==> src/core/id_readback_defines.svh <==
`ifndef ID_READBACK_DEFINES_SVH
`define ID_READBACK_DEFINES_SVH

// Command codes seen with the select line low
`define CMD_READ_VERSION_ID 8'hdb
`define CMD_READ_MODULE_ID 8'hdc

// Built-in values used until the store is programmed (arbitrary neutral values)
`define VERSION_ID_BUILTIN 8'ha5
`define MODULE_ID_BUILTIN 8'h5a

// Version identifier always has its top bit set
`define VERSION_ID_MSB 8'h80

// Byte driven on the dummy read
`define DUMMY_BYTE 8'h00

// Reset value of the byte-wide state registers other than the version identifier
`define BYTE_RESET 8'h00

`endif

==> src/core/id_readback_pkg.sv <==
`default_nettype none
package id_readback_pkg;
	// Phase of the read-back after a command
	typedef enum logic [3:0] {
		PH_IDLE = 4'b0001,
		PH_DUMMY = 4'b0010,
		PH_ID = 4'b0100,
		PH_DONE = 4'b1000
	} phase_t;

	// Which identifier the pending command asked for
	typedef enum logic [1:0] {
		SEL_NONE = 2'b01,
		SEL_VERSION = 2'b10
	} sel_t;

	// Filtered strobe sampler state
	typedef struct packed {
		logic [2:0] shift;
		logic level;
	} sync_state_t;
endpackage
`default_nettype wire

==> src/core/strobe_sync_if.sv <==
`default_nettype none
interface strobe_sync_if;
	logic level;
	logic fall;
	logic rise;
	modport producer (output level, output fall, output rise);
	modport consumer (input level, input fall, input rise);
endinterface
`default_nettype wire

==> src/core/id_readback_commands.sv <==
// How it works
// - Command byte DBh with select low starts a version identifier read.
// - Command byte DCh with select low starts a module identifier read.
// - First parameter read after either command returns a dummy byte.
// - Second read after DBh drives the 8-bit version identifier.
// - Version identifier top bit is forced to one, range 80h to FFh.
// - Programmed store replaces the built-in version identifier.
// - Second read after DCh drives the full 8-bit module identifier.
// - Programmed store replaces the built-in module identifier.
// - Every reset reloads both identifiers from built-in or stored value.
// - Both commands work regardless of display, idle or sleep state.
`include "id_readback_defines.svh"
`default_nettype none
module id_readback_commands (
	// Clock and reset
	input wire logic mclk,
	input wire logic sys_rst,
	// Software reset pulse from the command decoder
	input wire logic softReset,
	// Host bus pins
	input wire logic data_command_select,
	input wire logic read_strobe_n,
	input wire logic write_strobe_n,
	input wire logic [7:0] hostDataIn,
	output logic [7:0] hostDataOut,
	output logic hostDataOe,
	// Non-volatile store contents
	input wire logic nonvolatile_program_store,
	input wire logic [7:0] storedVersionId,
	input wire logic [7:0] storedModuleId,
	// Identifier read-back
	output logic [7:0] version_identifier,
	output logic [7:0] module_identifier
);
	// Whole state of the block, registered in one place
	typedef struct packed {
		// Read-back sequencing
		id_readback_pkg::phase_t phase;
		id_readback_pkg::sel_t sel;
		// Identifiers as the host sees them
		logic [7:0] versionId;
		logic [7:0] moduleId;
		// Registered bus drive
		logic [7:0] dataOut;
		logic oe;
		// Three pin stages for select and data, as for the strobes
		logic selD1;
		logic selD2;
		logic selD3;
		logic [7:0] dataD1;
		logic [7:0] dataD2;
		logic [7:0] dataD3;
		// Identifier reload pending after reset release
		logic reload;
	} state_t;

	// Registered state and its next value
	state_t state;
	state_t next_state;

	// Filtered strobes from the two pin samplers
	strobe_sync_if rdSync();
	strobe_sync_if wrSync();

	// Strobe events, all but the read release qualified by select, and the pair a reset loads
	logic cmdWrite;
	logic paramRead;
	logic paramRelease;
	logic [7:0] loadVersionId;
	logic [7:0] loadModuleId;

	// Strobes are asynchronous to mclk and get filtered before use
	pin_sync readSampler (
		.mclk(mclk),
		.sys_rst(sys_rst),
		.pin(read_strobe_n),
		.idleLevel(1'b1),
		.sync(rdSync.producer)
	);

	// Command bytes are taken on the rising write strobe
	pin_sync writeSampler (
		.mclk(mclk),
		.sys_rst(sys_rst),
		.pin(write_strobe_n),
		.idleLevel(1'b1),
		.sync(wrSync.producer)
	);

	// Write with select low is a command; read with select high drives a parameter
	assign cmdWrite = wrSync.rise & ~state.selD3;
	assign paramRead = rdSync.fall & state.selD3;
	// Release steps the phase whatever select shows, so a sequence never stalls
	assign paramRelease = rdSync.rise;

	// Stored pair once programmed, else the built-in pair
	assign loadVersionId = nonvolatile_program_store ?
		storedVersionId : `VERSION_ID_BUILTIN;
	assign loadModuleId = nonvolatile_program_store ?
		storedModuleId : `MODULE_ID_BUILTIN;

	// One copy of the state is filled here and registered below
	always_comb begin
		next_state = state;
		// Select and data stay stable for many clocks around a strobe edge
		next_state.selD1 = data_command_select;
		next_state.selD2 = state.selD1;
		next_state.selD3 = state.selD2;
		next_state.dataD1 = hostDataIn;
		next_state.dataD2 = state.dataD1;
		next_state.dataD3 = state.dataD2;
		// Reload is a one-cycle request
		next_state.reload = 1'b0;
		// Every reset loads the same pair; top bit forced so the range stays 80h up
		if (state.reload || softReset) begin
			next_state.versionId = loadVersionId | `VERSION_ID_MSB;
			next_state.moduleId = loadModuleId;
		end

		// No sleep or mode input gates decoding
		if (cmdWrite) begin
			// Any command drops the bus and abandons a read-back in flight
			next_state.oe = 1'b0;
			unique case (state.dataD3)
				// Version identifier sequence
				`CMD_READ_VERSION_ID: begin
					next_state.phase = id_readback_pkg::PH_DUMMY;
					next_state.sel = id_readback_pkg::SEL_VERSION;
				end
				// Module identifier; any selection but version picks it later
				`CMD_READ_MODULE_ID: begin
					next_state.phase = id_readback_pkg::PH_DUMMY;
					next_state.sel = id_readback_pkg::SEL_NONE;
				end
				// Other commands belong elsewhere and end any sequence
				default: begin
					next_state.phase = id_readback_pkg::PH_IDLE;
				end
			endcase
		end

		// Bus is driven only while the filtered read strobe is low
		if (paramRead) begin
			unique case (state.phase)
				// First byte carries no information; the host throws it away
				id_readback_pkg::PH_DUMMY: begin
					next_state.dataOut = `DUMMY_BYTE;
					next_state.oe = 1'b1;
				end
				// Second byte is the identifier the command asked for
				id_readback_pkg::PH_ID: begin
					next_state.oe = 1'b1;
					if (state.sel == id_readback_pkg::SEL_VERSION) begin
						next_state.dataOut = state.versionId;
					end else begin
						next_state.dataOut = state.moduleId;
					end
				end
				// Nothing pending: leave the bus to others
				default: begin
					next_state.oe = 1'b0;
				end
			endcase
		end

		// Advance on release so each strobe steps one byte
		if (paramRelease) begin
			next_state.oe = 1'b0;
			unique case (state.phase)
				// Dummy byte done, identifier comes next
				id_readback_pkg::PH_DUMMY: begin
					next_state.phase = id_readback_pkg::PH_ID;
				end
				// Identifier done; further reads find nothing to drive
				id_readback_pkg::PH_ID: begin
					next_state.phase = id_readback_pkg::PH_DONE;
				end
				// Idle and done stay put
				default: begin
					next_state.phase = state.phase;
				end
			endcase
		end
	end

	// Reset loads constants; identifiers are reloaded the cycle after release
	always_ff @(posedge mclk) begin
		if (sys_rst) begin
			state <= '{
				phase: id_readback_pkg::PH_IDLE,
				sel: id_readback_pkg::SEL_NONE,
				versionId: `VERSION_ID_MSB,
				moduleId: `BYTE_RESET,
				dataOut: `BYTE_RESET,
				oe: 1'b0,
				selD1: 1'b1,
				selD2: 1'b1,
				selD3: 1'b1,
				dataD1: `BYTE_RESET,
				dataD2: `BYTE_RESET,
				dataD3: `BYTE_RESET,
				reload: 1'b1
			};
		end else begin
			state <= next_state;
		end
	end

	// Bus drive straight from flip-flops
	assign hostDataOut = state.dataOut;
	// Enable is registered too, so the pad turns around on a clean edge
	assign hostDataOe = state.oe;

	// Identifiers straight from flip-flops
	assign version_identifier = state.versionId;
	assign module_identifier = state.moduleId;
endmodule
`default_nettype wire

==> src/core/pin_sync.sv <==
`default_nettype none
module pin_sync (
	// Clock and reset
	input wire logic mclk,
	input wire logic sys_rst,
	// Raw pin, reset level
	input wire logic pin,
	input wire logic idleLevel,
	// Filtered level and edges
	strobe_sync_if.producer sync
);
	id_readback_pkg::sync_state_t state;
	id_readback_pkg::sync_state_t next_state;

	// A change counts only once the second and third stages agree
	// Stages hold the pin relative to its idle level, so an all-zero reset
	// means idle and no false edge follows the release of reset
	always_comb begin
		next_state = state;
		next_state.shift = {state.shift[1:0], pin ^ idleLevel};
		if (state.shift[1] == state.shift[2]) begin
			next_state.level = state.shift[2];
		end
	end

	always_ff @(posedge mclk) begin
		if (sys_rst) begin
			state <= '{shift: 3'b000, level: 1'b0};
		end else begin
			state <= next_state;
		end
	end

	// Filtered level now and one cycle on, back in pin polarity
	logic levelNow;
	logic levelNext;
	assign levelNow = state.level ^ idleLevel;
	assign levelNext = next_state.level ^ idleLevel;
	assign sync.level = levelNow;
	assign sync.fall = levelNow & ~levelNext;
	assign sync.rise = ~levelNow & levelNext;
endmodule
`default_nettype wire

==> config.mk <==
export PLATFORM = sky130hd
export DESIGN_NAME = id_readback_commands
export DESIGN_NICKNAME = d
export VERILOG_FILES = /design/src/core/id_readback_pkg.sv /design/src/core/strobe_sync_if.sv /design/src/core/id_readback_commands.sv /design/src/core/pin_sync.sv
export VERILOG_INCLUDE_DIRS = /design/src /design/src/core
export SDC_FILE = /design/constraint.sdc
export NUM_CORES = 1
export LEC_CHECK = 0
export BUFFER_PORTS_ARGS = -buffer_cell sky130_fd_sc_hd__buf_2
export CAP_MARGIN = 30
export CORE_MARGIN = 8
export CORE_UTILIZATION = 47
export DETAILED_ROUTE_END_ITERATION = 7
export PLACE_DENSITY = 0.72
export SETUP_SLACK_MARGIN = 0.15
export SYNTH_ARGS = -nofsm -noshare
export SYNTH_HDL_FRONTEND = slang
export SYNTH_SLANG_ARGS = --single-unit
export TNS_END_PERCENT = 20
==> constraint.sdc <==
create_clock -name mclk -period 1.35 [get_ports mclk]
set_input_delay 0.0675 -clock mclk [delete_from_list [all_inputs] [get_ports mclk]]
set_output_delay 0.0675 -clock mclk [all_outputs]
set_load 0.02 [all_outputs]
==> impl_results.md <==
- Family with the most delay on the worst path: simple AND/OR/NAND/NOR gates
- Critical Path Source Type: flip-flop
- Final setup viols: 5
- Max Fclk: 0.728 GHz
- CTS sink count: 66
- Floorplan row count: 26
- Io pins: 56
- Placed Area: 2690 µm²
- Main flop type after synthesis: dfxtp_1
- Effective utilization at floorplan: 0.484
- Tmin final: ~1400 ps
- Final hold viol count: 0
- Post-route cell area: 3270 µm²
- Yosys warning count: 0
- Final net count: 338
- Post-synthesis instance area: 2470 µm²
- Largest net degree at the start of global routing: 58
- Share of the synthesized area in the top cell type: 0.535
- RSZ-0062 raised after global routing: true
- GRT Overall Usage: 0.137
- PnR worst setup slack: -22.9 ps
- Die area: 7830 µm²
- Buf+Inv Stages, Crit Path: 0
- Post-synthesis async set-or-reset flop share: 0
- Global-route wire length before repair: about 8.1 mm
- Post-DP HPWL: roughly 3.2 mm
- Core area: just over 5000 µm²
- Grt ovf: 0
- PwrDens: 1160 nW/µm²
- #FFs+latches synth: 66
- CTS tree: built
- Max FO, Critical Path: 5
- Leakage power: 1.35 nW
- Root buffer cell: clkbuf_8
- H-tree depth: 3
- Mean Syn Cell Area: 10.0 µm²
- CP max stage delay: around 540 ps
- Register area share after synthesis: 0.535
- VDD IR max: 0.00118 V
- Post-DR wirelength/cell: 13.2 µm
- Non-filler cells, final: 382
- DR iter-0 viols: 98
- Antenna viol nets, final: 0
- First-pass DRT Iterations: 4
- I/O Buffers: 53
- Mapped Cells: roughly 250
- Critical Path End Type: flip-flop
- Via Count: between 1,500 and 2,000
- Worst skew pair latency: 330 ps
- Final WL: approximately 5 mm
- Worst hold-check path type: input port to flip-flop
- Synth area leader: dfxtp_1
- Post-synth cell types: 44
- Failing checks: negative setup slack
- Critical Setup Path Class: flip-flop to flip-flop
- Die H: 88.5 µm
- Count leader, synth: dfxtp_1
- Initial antenna violation count: 0
- Tot Pwr: between 3 and 4 mW
- Share of cells above drive strength 1: 0.378
- Number of buffers created by CTS: 9
- Clk buf depth: 2
- Area Overhead vs Synth: 32.3%
- Top cells by area, synth: dfxtp_1, nor2b_1, buf_4, mux2i_1, a21oi_1
- Final period util: 1.02
- Crit-path cells: or2b_1, or4_4, o2bb2ai_1
- Final Max Slew Viols: 0
- Die W: 88.5 µm
- Clock skew: around 8.4 ps
- Post-synth EDFFs: 0
- Arr. time, crit path: roughly 1600 ps
- GP Congestion: ~0.85
- N_diodes: 0
- Placed Instances: 344
- Outcome: finished, violations left
- Crit-path slowest cell: or4_4
- Commonest cells in the netlist: dfxtp_1, nor2b_1, buf_4, nor2_1, a21oi_1
- Syn Nets: between 200 and 300
- Worst EP required: between 1500 and 2000 ps
- Worst-path clk slew: around 80 ps
- Vias in the first global route: 1,808
- DR vias/cell: 4.82
- Total of max-cap violations: 0
- DRC viols: 0
-- worst paths after layout --
kind                startpoint                    to  slack, ps  cells past startpoint
max                  state[56]        hostDataOut[7]        -20                      3
min          storedModuleId[4]  module_identifier[4]          4                      3
max reg2reg          state[56]        hostDataOut[7]        -20                      3
min reg2reg     next_state[26]        next_state[25]        410                      1
-- worst min-delay path: stages --
cell,delay (ps)
buf_2,70
nor3b_1,30
nor3_1,110
-- cell type report --
class	instances	area (µm²)
clock buffer	9	124
clock inverter	7	52.6
fill	406	1840
inverter	2	7.51
multi-input combinational	143	1080
sequential	66	1330
tap	70	87.6
timing repair buffer	85	584
-- registers in the layout, indices dropped and copies added, names as in the netlist --
name and count:
version_identifier 7, state 16, writeSampler.next_state 2, readSampler.state 2, writeSampler.state 2, next_state 18
hostDataOe 1, hostDataOut 8, readSampler.next_state 2, module_identifier 8
-- per-stage QoR --
step	hold slack [ps]	worst slack (ps)	utilization	setup TNS, ps
2_1_floorplan	95.2	1.81	-	0
3_3_place_gp	223	-15.1	0.526	-93.6
3_5_place_dp	223	-58.1	0.526	-359
4_1_cts	0.801	7.05	0.608	0
5_1_grt	2.90	-50.4	0.640	-312
6_report	3.62	-22.9	0.640	-59.4
-- cells in the final DEF, fill, tap and decap left out, types with 5 or more instances in the layout --
| cell | count |
|---|---|
| nand2_1 | 11 |
| nor2b_1 | 30 |
| nor3b_1 | 8 |
| clkbuf_8 | 9 |
| dfxtp_1 | 59 |
| mux2i_1 | 6 |
| buf_2 | 53 |
| buf_4 | 7 |
| buf_6 | 5 |
| dfxtp_2 | 6 |
| nand3_1 | 9 |
| nor2_1 | 13 |
| nor3_1 | 7 |
| a21oi_1 | 10 |
| dlygate4sd3_1 | 19 |
-- routing by layer --
metal	global-route usage	share of wire	up-vias
li1	-	-	945
met1	0.161	0.46	859
met2	0.206	0.47	31
met3	0.0678	0.055	7
met4	0.0568	0.015	0
met5	0	0	-
-- power breakdown --
group / total, mW / switching, mW / internal, mW
Clock: 1.44 / 0.766 / 0.677
Sequential: 2.05 / 0.0362 / 2.01
Combinational: 0.304 / 0.157 / 0.148
-- timing repair --
| action | in CTS | in global routing |
|---|---|---|
| setup buffers | 2 | 1 |
| setup endpoints to repair | 15 | 15 |
| hold buffers | 19 | 0 |
| endpoints found under the hold margin | 19 | 0 |
| pin swaps | 1 | 12 |
| resized for setup | 12 | 33 |
-- cells by family after synthesis --
| family | count (synthesis) | synth area share |
|---|---|---|
| and+or+nand+nor | 99 | 0.237 |
| DFF | 66 | 0.535 |
| buffers and inverters | 38 | 0.0947 |
| AOI/OAI and AO/OA | 35 | 0.100 |
| muxes | 7 | 0.0284 |
| xor gates and xnor gates | 1 | 0.00354 |
| other | 1 | 0.00152 |
(Power assumes the default switching activity.)
